**src/hdl/sps_pkg.sv**
```systemverilog
// Purpose: shared constants for the byte serial link, both ends
// Assumes: 50 MHz pclk, byte-wide serial frames
package sps_pkg;
  localparam int BYTE_W = 8;
  localparam int FIFO_DEPTH = 16;
  localparam logic [2:0] BIT_LAST = 3'h7;
  localparam logic [3:0] TGL_LAST = 4'hf;
  localparam logic [7:0] DIV_MIN = 8'h06;
  localparam logic [7:0] TX_IDLE_BYTE = 8'hff;
  localparam logic [1:0] ROLE_SLAVE = 2'h0;
  localparam logic [1:0] ROLE_MASTER = 2'h1;
  localparam logic [1:0] ROLE_NONE = 2'h3;
  localparam logic [1:0] ROLE_LOCK_CNT = 2'h3;
  localparam int APB_AW = 8;
  localparam logic [7:0] REG_CTRL = 8'h00;
  localparam logic [7:0] REG_MTX = 8'h04;
  localparam logic [7:0] REG_STAT = 8'h08;
  localparam logic [7:0] REG_MRX = 8'h0c;
  localparam logic [7:0] REG_STX = 8'h10;
  localparam logic [7:0] REG_SRX = 8'h14;
  localparam int CTRL_POL_BIT = 0;
  localparam int CTRL_PHA_BIT = 1;
  localparam int CTRL_DIV_LSB = 8;
  localparam int MTX_LAST_BIT = 8;
  localparam int STAT_BUSY_BIT = 0;
  localparam int STAT_MRX_BIT = 1;
  localparam int STAT_SRX_BIT = 2;
  localparam logic [31:0] CTRL_RST = 32'h0000_0400;
  typedef enum logic [1:0] {ST_IDLE, ST_LEAD, ST_RUN, ST_TRAIL} sps_mst_state_t;
endpackage

```
**src/hdl/sps_link_if.sv**
```systemverilog
// Purpose: serial wires between device end and far end
// Assumes: s_* is the device slave port, m_* the device master port
// Notes: all wires one-way, no tristate
`timescale 1ns/1ps
interface sps_link_if;
  logic s_clk;
  logic s_ss_n;
  logic s_mosi;
  logic s_miso;
  logic m_clk;
  logic m_ss_n;
  logic m_mosi;
  logic m_miso;
  modport dev (input s_clk, input s_ss_n, input s_mosi, input m_miso,
               output s_miso, output m_clk, output m_ss_n, output m_mosi);
  modport far (output s_clk, output s_ss_n, output s_mosi, output m_miso,
               input s_miso, input m_clk, input m_ss_n, input m_mosi);
endinterface

```
**src/hdl/sps_fifo.sv**
```systemverilog
// Purpose: valid/ready fifo for received bytes
// Assumes: depth a power of two
// Notes: in_ready low when full, out_valid low when empty
`timescale 1ns/1ps
module sps_fifo #(
  parameter int WIDTH = 8,
  parameter int DEPTH = 16
) (
  input wire logic pclk,
  input wire logic presetn,
  input wire logic in_valid,
  input wire logic [WIDTH-1:0] in_data,
  output logic in_ready,
  output logic out_valid,
  output logic [WIDTH-1:0] out_data,
  input wire logic out_ready
);
  localparam int AW = $clog2(DEPTH);
  if (DEPTH < 2 || (1 << AW) != DEPTH) begin : g_chk
    $error("fifo depth must be a power of two");
  end
  logic [WIDTH-1:0] mem [DEPTH];
  logic [AW:0] wptr_reg;
  logic [AW:0] rptr_reg;
  logic full;
  logic empty;
  assign empty = (wptr_reg == rptr_reg);
  assign full = (wptr_reg[AW] != rptr_reg[AW]) && (wptr_reg[AW-1:0] == rptr_reg[AW-1:0]);
  assign in_ready = !full;
  assign out_valid = !empty;
  assign out_data = mem[rptr_reg[AW-1:0]];
  always_ff @(posedge pclk) begin
    if (in_valid && !full) begin
      mem[wptr_reg[AW-1:0]] <= in_data;
    end
  end
  always_ff @(posedge pclk or negedge presetn) begin
    if (!presetn) begin
      wptr_reg <= '0;
      rptr_reg <= '0;
    end else begin
      if (in_valid && !full) begin
        wptr_reg <= wptr_reg + 1'b1;
      end
      if (out_ready && !empty) begin
        rptr_reg <= rptr_reg + 1'b1;
      end
    end
  end
endmodule // sps_fifo

```
**src/hdl/sps_dev.sv**
```systemverilog
// Purpose: device end, slave or master role, bytes to and from host
// Assumes: role pins static after reset, cfg from host logic on pclk
// Notes: link inputs pass two flops, edges found on pclk
`timescale 1ns/1ps
module sps_dev (
  input wire logic pclk,
  input wire logic presetn,
  input wire logic [1:0] interface_role_pins,
  input wire logic link_up,
  output logic link_wait,
  input wire logic clock_idle_level,
  input wire logic clock_sample_phase,
  input wire logic [7:0] cfg_div,
  input wire logic cfg_half_duplex,
  input wire logic tx_valid,
  input wire logic [7:0] tx_data,
  input wire logic tx_last,
  output logic tx_ready,
  output logic rx_valid,
  output logic [7:0] rx_data,
  input wire logic rx_ready,
  output logic rx_overrun,
  sps_link_if.dev link
);
  logic [1:0] role_s1, role_s2, role_reg, lock_cnt;
  logic sclk_s1, sclk_s2, sclk_q;
  logic ss_s1, ss_s2, ss_q;
  logic mosi_s1, mosi_s2, miso_s1, miso_s2;
  logic link_wait_reg, tx_ready_reg, rx_overrun_reg;
  logic [7:0] hold_byte;
  logic hold_last, next_ok;
  logic [7:0] tx_sh, rx_sh;
  logic [2:0] bit_cnt;
  logic fresh;
  sps_pkg::sps_mst_state_t mst_state;
  logic [7:0] div_cnt;
  logic [3:0] tg_cnt;
  logic m_sclk_reg, m_ss_n_reg, m_last_reg;
  logic is_slave, is_master, same_edge, din, active;
  logic s_rise, s_fall, s_start, tgl, m_rise, m_fall, rise, fall;
  logic samp, shft, byte_done, m_load, consume, push_v, fifo_rdy, rx_fifo_in_ready;
  logic [7:0] div_eff, div_end, rx_byte;

  // role pins, synchronised then frozen
  always_ff @(posedge pclk or negedge presetn) begin
    if (!presetn) begin
      role_s1 <= sps_pkg::ROLE_NONE;
      role_s2 <= sps_pkg::ROLE_NONE;
      role_reg <= sps_pkg::ROLE_NONE;
      lock_cnt <= '0;
    end else begin
      role_s1 <= interface_role_pins;
      role_s2 <= role_s1;
      if (lock_cnt != sps_pkg::ROLE_LOCK_CNT) begin
        lock_cnt <= lock_cnt + 1'b1;
        role_reg <= role_s2;
      end
    end
  end

  // link input synchronisers
  always_ff @(posedge pclk or negedge presetn) begin
    if (!presetn) begin
      sclk_s1 <= 1'b0;
      sclk_s2 <= 1'b0;
      sclk_q <= 1'b0;
      ss_s1 <= 1'b1;
      ss_s2 <= 1'b1;
      ss_q <= 1'b1;
      mosi_s1 <= 1'b0;
      mosi_s2 <= 1'b0;
      miso_s1 <= 1'b0;
      miso_s2 <= 1'b0;
    end else begin
      sclk_s1 <= link.s_clk;
      sclk_s2 <= sclk_s1;
      sclk_q <= sclk_s2;
      ss_s1 <= link.s_ss_n;
      ss_s2 <= ss_s1;
      ss_q <= ss_s2;
      mosi_s1 <= link.s_mosi;
      mosi_s2 <= mosi_s1;
      miso_s1 <= link.m_miso;
      miso_s2 <= miso_s1;
    end
  end

  always_ff @(posedge pclk or negedge presetn) begin
    if (!presetn) begin
      link_wait_reg <= 1'b1;
    end else begin
      link_wait_reg <= !link_up;
    end
  end

  assign is_slave = (role_reg == sps_pkg::ROLE_SLAVE);
  assign is_master = (role_reg == sps_pkg::ROLE_MASTER);
  assign div_eff = (cfg_div < sps_pkg::DIV_MIN) ? sps_pkg::DIV_MIN : cfg_div;
  assign div_end = div_eff - 8'h01;
  assign fifo_rdy = rx_fifo_in_ready;
  assign same_edge = (clock_idle_level == clock_sample_phase);
  assign s_rise = sclk_s2 && !sclk_q;
  assign s_fall = !sclk_s2 && sclk_q;
  assign s_start = is_slave && ss_q && !ss_s2;
  assign tgl = (mst_state == sps_pkg::ST_RUN) && (div_cnt == div_end);
  assign m_rise = tgl && !m_sclk_reg;
  assign m_fall = tgl && m_sclk_reg;
  assign rise = is_master ? m_rise : s_rise;
  assign fall = is_master ? m_fall : s_fall;
  assign active = is_master ? (mst_state == sps_pkg::ST_RUN) : (is_slave && !ss_s2);
  assign samp = active && (same_edge ? rise : fall);
  assign shft = active && (same_edge ? fall : rise);
  assign din = is_master ? miso_s2 : mosi_s2;
  assign byte_done = samp && (bit_cnt == sps_pkg::BIT_LAST);
  assign rx_byte = {rx_sh[6:0], din};
  assign m_load = is_master && next_ok && fifo_rdy && (div_cnt == div_end)
                  && ((mst_state == sps_pkg::ST_IDLE)
                      || ((mst_state == sps_pkg::ST_TRAIL) && !m_last_reg));
  assign consume = m_load || (next_ok && (s_start || (byte_done && is_slave)));
  assign push_v = byte_done && link_up && !(is_master && cfg_half_duplex);

  // one-byte holding stage from host
  always_ff @(posedge pclk or negedge presetn) begin
    if (!presetn) begin
      hold_byte <= '0;
      hold_last <= 1'b0;
      next_ok <= 1'b0;
      tx_ready_reg <= 1'b1;
    end else if (tx_valid && tx_ready_reg) begin
      hold_byte <= tx_data;
      hold_last <= tx_last;
      next_ok <= 1'b1;
      tx_ready_reg <= 1'b0;
    end else if (consume) begin
      next_ok <= 1'b0;
      tx_ready_reg <= 1'b1;
    end
  end

  // shift engine, both roles
  always_ff @(posedge pclk or negedge presetn) begin
    if (!presetn) begin
      tx_sh <= sps_pkg::TX_IDLE_BYTE;
      rx_sh <= '0;
      bit_cnt <= '0;
      fresh <= 1'b0;
    end else if (s_start || m_load) begin
      tx_sh <= next_ok ? hold_byte : sps_pkg::TX_IDLE_BYTE;
      fresh <= clock_sample_phase;
      bit_cnt <= '0;
    end else if (!active) begin
      bit_cnt <= '0;
    end else if (samp) begin
      rx_sh <= rx_byte;
      bit_cnt <= bit_cnt + 1'b1;
      if (byte_done && is_slave) begin
        tx_sh <= next_ok ? hold_byte : sps_pkg::TX_IDLE_BYTE;
        fresh <= 1'b1;
      end
    end else if (shft) begin
      if (fresh) begin
        fresh <= 1'b0;
      end else begin
        tx_sh <= {tx_sh[6:0], 1'b0};
      end
    end
  end

  // master clock and select sequencer
  always_ff @(posedge pclk or negedge presetn) begin
    if (!presetn) begin
      mst_state <= sps_pkg::ST_IDLE;
      div_cnt <= '0;
      tg_cnt <= '0;
      m_sclk_reg <= 1'b0;
      m_ss_n_reg <= 1'b1;
      m_last_reg <= 1'b0;
    end else begin
      if (m_load) begin
        m_last_reg <= hold_last;
      end
      case (mst_state)
        sps_pkg::ST_IDLE: begin
          m_ss_n_reg <= 1'b1;
          m_sclk_reg <= clock_idle_level;
          if (div_cnt != div_end) begin
            div_cnt <= div_cnt + 8'h01;
          end else if (m_load) begin
            m_ss_n_reg <= 1'b0;
            div_cnt <= '0;
            mst_state <= sps_pkg::ST_LEAD;
          end
        end
        sps_pkg::ST_LEAD: begin
          div_cnt <= (div_cnt == div_end) ? 8'h00 : div_cnt + 8'h01;
          if (div_cnt == div_end) begin
            tg_cnt <= '0;
            mst_state <= sps_pkg::ST_RUN;
          end
        end
        sps_pkg::ST_RUN: begin
          div_cnt <= tgl ? 8'h00 : div_cnt + 8'h01;
          if (tgl) begin
            m_sclk_reg <= !m_sclk_reg;
            tg_cnt <= tg_cnt + 1'b1;
            if (tg_cnt == sps_pkg::TGL_LAST) begin
              mst_state <= sps_pkg::ST_TRAIL;
            end
          end
        end
        sps_pkg::ST_TRAIL: begin
          div_cnt <= (div_cnt == div_end) ? 8'h00 : div_cnt + 8'h01;
          if (div_cnt == div_end) begin
            tg_cnt <= '0;
            if (m_load) begin
              mst_state <= sps_pkg::ST_RUN;
            end else if (m_last_reg || !next_ok || !fifo_rdy) begin
              m_ss_n_reg <= 1'b1;
              mst_state <= sps_pkg::ST_IDLE;
            end
          end
        end
        default: begin
          mst_state <= sps_pkg::ST_IDLE;
        end
      endcase
    end
  end

  // receive path into fifo
  always_ff @(posedge pclk or negedge presetn) begin
    if (!presetn) begin
      rx_overrun_reg <= 1'b0;
    end else begin
      rx_overrun_reg <= push_v && !rx_fifo_in_ready;
    end
  end

  sps_fifo #(.WIDTH(sps_pkg::BYTE_W), .DEPTH(sps_pkg::FIFO_DEPTH)) u_rx_fifo (
    .pclk(pclk),
    .presetn(presetn),
    .in_valid(push_v),
    .in_data(rx_byte),
    .in_ready(rx_fifo_in_ready),
    .out_valid(rx_valid),
    .out_data(rx_data),
    .out_ready(rx_ready)
  );

  assign link.m_mosi = tx_sh[7];
  assign link.s_miso = tx_sh[7];
  assign link.m_clk = m_sclk_reg;
  assign link.m_ss_n = m_ss_n_reg;
  assign link_wait = link_wait_reg;
  assign tx_ready = tx_ready_reg;
  assign rx_overrun = rx_overrun_reg;
endmodule // sps_dev

```
**src/flat_wrapper.sv**
```systemverilog
// flat-port wrapper written by rule: the top's interface ports become plain ports
module sps_dev_flat 
  (pclk, presetn, interface_role_pins, link_up, link_wait, clock_idle_level, clock_sample_phase, cfg_div, cfg_half_duplex, tx_valid, tx_data, tx_last, tx_ready, rx_valid, rx_data, rx_ready, rx_overrun, link_s_clk, link_s_ss_n, link_s_mosi, link_m_miso, link_s_miso, link_m_clk, link_m_ss_n, link_m_mosi);
  sps_link_if link_i ();
  input wire logic pclk;
  input wire logic presetn;
  input wire logic [1:0] interface_role_pins;
  input wire logic link_up;
  output logic link_wait;
  input wire logic clock_idle_level;
  input wire logic clock_sample_phase;
  input wire logic [7:0] cfg_div;
  input wire logic cfg_half_duplex;
  input wire logic tx_valid;
  input wire logic [7:0] tx_data;
  input wire logic tx_last;
  output logic tx_ready;
  output logic rx_valid;
  output logic [7:0] rx_data;
  input wire logic rx_ready;
  output logic rx_overrun;
  input wire logic [$bits(link_i.s_clk)-1:0] link_s_clk;
  input wire logic [$bits(link_i.s_ss_n)-1:0] link_s_ss_n;
  input wire logic [$bits(link_i.s_mosi)-1:0] link_s_mosi;
  input wire logic [$bits(link_i.m_miso)-1:0] link_m_miso;
  output wire logic [$bits(link_i.s_miso)-1:0] link_s_miso;
  output wire logic [$bits(link_i.m_clk)-1:0] link_m_clk;
  output wire logic [$bits(link_i.m_ss_n)-1:0] link_m_ss_n;
  output wire logic [$bits(link_i.m_mosi)-1:0] link_m_mosi;
  assign link_i.s_clk = link_s_clk;
  assign link_i.s_ss_n = link_s_ss_n;
  assign link_i.s_mosi = link_s_mosi;
  assign link_i.m_miso = link_m_miso;
  assign link_s_miso = link_i.s_miso;
  assign link_m_clk = link_i.m_clk;
  assign link_m_ss_n = link_i.m_ss_n;
  assign link_m_mosi = link_i.m_mosi;
  sps_dev u_core (.pclk(pclk), .presetn(presetn), .interface_role_pins(interface_role_pins), .link_up(link_up), .link_wait(link_wait), .clock_idle_level(clock_idle_level), .clock_sample_phase(clock_sample_phase), .cfg_div(cfg_div), .cfg_half_duplex(cfg_half_duplex), .tx_valid(tx_valid), .tx_data(tx_data), .tx_last(tx_last), .tx_ready(tx_ready), .rx_valid(rx_valid), .rx_data(rx_data), .rx_ready(rx_ready), .rx_overrun(rx_overrun), .link(link_i));
endmodule
```
**config.mk**
```make
export PLATFORM = sky130hd
export DESIGN_NAME = sps_dev_flat
export DESIGN_NICKNAME = d
export VERILOG_FILES = /design/src/hdl/sps_pkg.sv /design/src/hdl/sps_link_if.sv /design/src/hdl/sps_fifo.sv /design/src/hdl/sps_dev.sv /design/src/flat_wrapper.sv
export SDC_FILE = /design/constraint.sdc
export NUM_CORES = 1
export LEC_CHECK = 0
export BUFFER_PORTS_ARGS = -buffer_cell sky130_fd_sc_hd__clkbuf_2
export CAP_MARGIN = 20
export CORE_MARGIN = 2
export CORE_UTILIZATION = 35
export CTS_BUF_LIST = sky130_fd_sc_hd__clkbuf_8
export DETAILED_ROUTE_END_ITERATION = 8
export PLACE_DENSITY = 0.48
export SLEW_MARGIN = 20
export SYNTH_ARGS = -nofsm -noshare
export SYNTH_HDL_FRONTEND = slang
export SYNTH_HIERARCHICAL = 1
export SYNTH_SLANG_ARGS = --single-unit
```
**constraint.sdc**
```tcl
create_clock -name pclk -period 12.2 [get_ports pclk]
set_input_delay 0.61 -clock pclk [delete_from_list [all_inputs] [get_ports pclk]]
set_output_delay 0.61 -clock pclk [all_outputs]
set_load 0.1 [all_outputs]
```
==> impl_metrics.py <==
metrics = {
    "placement": {
        "place_congestion": 0.840,
        "dp_hpwl_mm": 13.0,
        "dp_slack_ns": 6.96,
        "numPortBuffers": 46,
    },
    "critical_path": {
        "r2r_start": "u_core/div_cnt[5]",
        "critPathKind": "input pin to register",
        "cp-end-kind": "register",
        "path_max_fanout": 17,
        "arrival_ns": 4.57,
        "critPathSlowestCell": "nor2_1",
        "r2r-end": "u_core/u_rx_fifo/mem[15][7]",
        "path_cells": "clkbuf_2 > nor4_2 > and2b_1 > nor2_1 > ha_1 > or2_2 > a211oi_1 > a211oi_2 > nor4_4 > nor2_2 > a211oi_1 > buf_4 > nand4_1 > nor2_1",
        "r2r_cells": 10,
        "worst_ep_required_time_ns": 12.32,
        "worst_setup_path_start_kind": "input pin",
        "reg2reg_slack_ns": 8.32,
        "crit_path_max_incr_delay_ns": 0.63,
    },
    "cells_and_area": {
        "postLayoutCoreUtil_pct": 40.2,
        "drive_above_1_share_pct": 27.5,
        "syn_to_final_growth_pct": 13.4,
        "largest_register_ffs": 128,
        "fin_nets": 701,
        "fillerInstances": 2434,
        "insertedDiodeCount": 0,
        "final_common_cell": "edfxtp_1",
        "final_cell_mix": "edfxtp_1 (128), dfrtp_1 (56), clkbuf_2 (45), clkbuf_8 (42), nand2_1 (41)",
    },
    "timing": {
        "min_period_ns": 4.44,
        "slew_headroom_pct": 34.6,
        "worstMarginPinSlew_ns": 0.981,
        "hold_viol": 0,
        "max_freq_mhz": 225,
        "drv_slew": 0,
        "clock_skew_ns": 0.0245,
        "fin_ws_ns": 7.76,
        "tns_ns": 0,
        "grt_setup_unrepaired": "false",
        "setup_viol": 0,
        "fin_crit_sh_pct": 36.4,
    },
    "detailed_routing": {
        "detail-route-antenna-nets": 0,
        "vias": 5420,
        "first_pass_iters": 5,
        "routed_wl_mm": 20.1,
        "drc": 0,
        "drtIter0Drc": 447,
        "via_per_inst": 5.32,
        "wire_per_inst_um": 19.7,
    },
    "yosys": {
        "ys_async_sr_fraction_pct": 37.6,
        "synth-seq-area-share_pct": 63.3,
        "syn_inst": 596,
        "ys_warn_count": 6,
        "syn_area_per_cell_um2": 15.4,
        "synthesis.area_um2": 9150,
        "syn-num-nets": 638,
        "synth_edf_count": 128,
        "synth_cell_types": 81,
        "synth-seq-cells": 205,
        "synth_ff_type": "edfxtp_1",
    },
    "grt": {
        "grt_max_degree": 78,
        "grt_overflow": 0,
        "grt_pass1_wl_mm": 31.4,
        "antenna_found_initial": 0,
        "grt_pass1_vias": 5662,
        "grt.total_usage_pct": 14.5,
    },
    "clock_network": {
        "cts_tree": "yes",
        "h-tree-depth": 2,
        "clk_pin_slew_ns": 0.05,
        "clock-root-buffer": "clkbuf_8",
        "cts_buffer_depth": 3,
        "clkLatencyLatePin_ns": 0.52,
        "post_cts_resized": 0,
        "clkSinkCount": 205,
        "numCtsBuffers": 37,
        "postCtsSetupBuffers": 0,
        "cts_hold_buf": 0,
    },
    "power_and_ir_drop": {
        "powerDensity_nw_per_um2": 173,
        "vdd_ir_drop_max_mv": 0.134,
        "p_comb_share_pct": 17.7,
        "switchingPower_uw": 572,
        "leakagePower_nw": 3.82,
        "clockPowerShare_pct": 32.3,
        "internal_power_mw": 1.23,
        "finalPower_mw": 1.80,
        "switching_share_pct": 31.8,
        "seqPwrFrac_pct": 50.0,
    },
    "floorplan": {
        "dieWidth_um": 166,
        "io-pin-count": 47,
        "fp.dieH_um": 166,
        "rows": 59,
        "die-area_um2": 27500,
        "core_area_um2": 25800,
        "initial_utilization_pct": 35.4,
    },
    "min_path": {
        "min_from": "interface_role_pins[1]",
        "hold_depth": 1,
        "min_to": "u_core/role_s1[1]",
        "min_path_type": "input pin to register",
    },
    "job": {
        "max_cap_viol_count": 0,
    },
    "outcome": {
        "status": "finished clean",
    },
}
-- cell usage after synthesis (8+ instances only) --
master     number  area share [%]
a22oi_1        18             1.5
dfstp_2        20             5.7
nor4_1          8            0.55
o2bb2ai_1      10            0.96
ha_1           11             1.5
xnor2_1        16             1.5
edfxtp_1      128              42
nand2_1        41             1.7
clkbuf_1        8            0.33
nand3_1        14            0.77
dfrtp_1        57              16
nor2_1         19            0.78
nor2b_1        10            0.68
a211oi_1       10            0.82
mux4_2         11             2.7
mux4_1         21             6.0
a21oi_1        11            0.60
a31oi_1         8            0.55
nor3_1         18            0.98
o21ai_0        16            0.88
mux2_2         14             1.7
inv_1           8            0.33
-- power groups by stage --
stage / Clock, mW / Sequential [mW] / Combinational, mW
2_1_floorplan: 0 / 0.909 / 0.232
3_3_place_gp: 0 / 0.910 / 0.313
3_5_place_dp: 0 / 0.913 / 0.321
4_1_cts: 0.603 / 0.900 / 0.322
5_1_grt: 0.636 / 0.910 / 0.341
6_report: 0.581 / 0.899 / 0.318
-- critical path, delay by kind of cell --
family                     cells  cell delay (ns)
AOI/OAI and AO/OA              3             0.69
buffers and inverters          2             0.34
and+or+nand+nor                8             2.63
adders and majority gates      1             0.27
-- layer usage --
metal  GRT usage, %  up-vias  share of wire [%]
li1               -     2477                  -
met3           2.82       37                4.2
met4           4.95        0                2.2
met5              0        -                  0
met1           19.2     2756                 45
met2           24.1      150                 49
-- cell type report --
type                       instances  area (um^2)  area share [%]
inverter                           9         33.8           0.326
multi-input combinational        352         3150            30.3
clock buffer                      42          578            5.57
timing repair buffer              54          305            2.94
tap                              335          419            4.04
clock inverter                    21         92.6           0.893
sequential                       205         5800            55.9
-- per-stage QoR --
stage               hold WS, ns  cells  area [um^2]
floorplan                 0.314    596         9150
global placement          0.334    954         9630
detailed placement        0.336    954         9640
CTS                       0.144   1017        10300
global route              0.144   1018        10400
finish                    0.177   1018        10400
-- logic make-up after synthesis --
logic type	after synthesis	synth area share, %
flip-flops	205	63.3
buffers and inverters	39	2.86
AND/OR/NAND/NOR	151	9.11
AO/OA/AOI/OAI	109	8.74
XOR/XNOR	24	2.38
multiplexers	57	12.1
adder cells (fa/ha/maj)	11	1.50
-- how the worst max path moves through the flow --
stage,from,endpoint,depth (start not counted)
after floorplan,cfg_div[4],u_core/u_rx_fifo/mem[0][0],13
after global routing,cfg_div[5],u_core/u_rx_fifo/mem[15][7],14
final,cfg_div[5],u_core/u_rx_fifo/mem[15][7],14
after CTS,cfg_div[5],u_core/u_rx_fifo/mem[4][7],14
after detailed placement,cfg_div[6],u_core/u_rx_fifo/mem[4][3],14
after global placement,cfg_div[6],u_core/u_rx_fifo/mem[12][7],15
No activity file was read; power rests on OpenSTA's default activity.
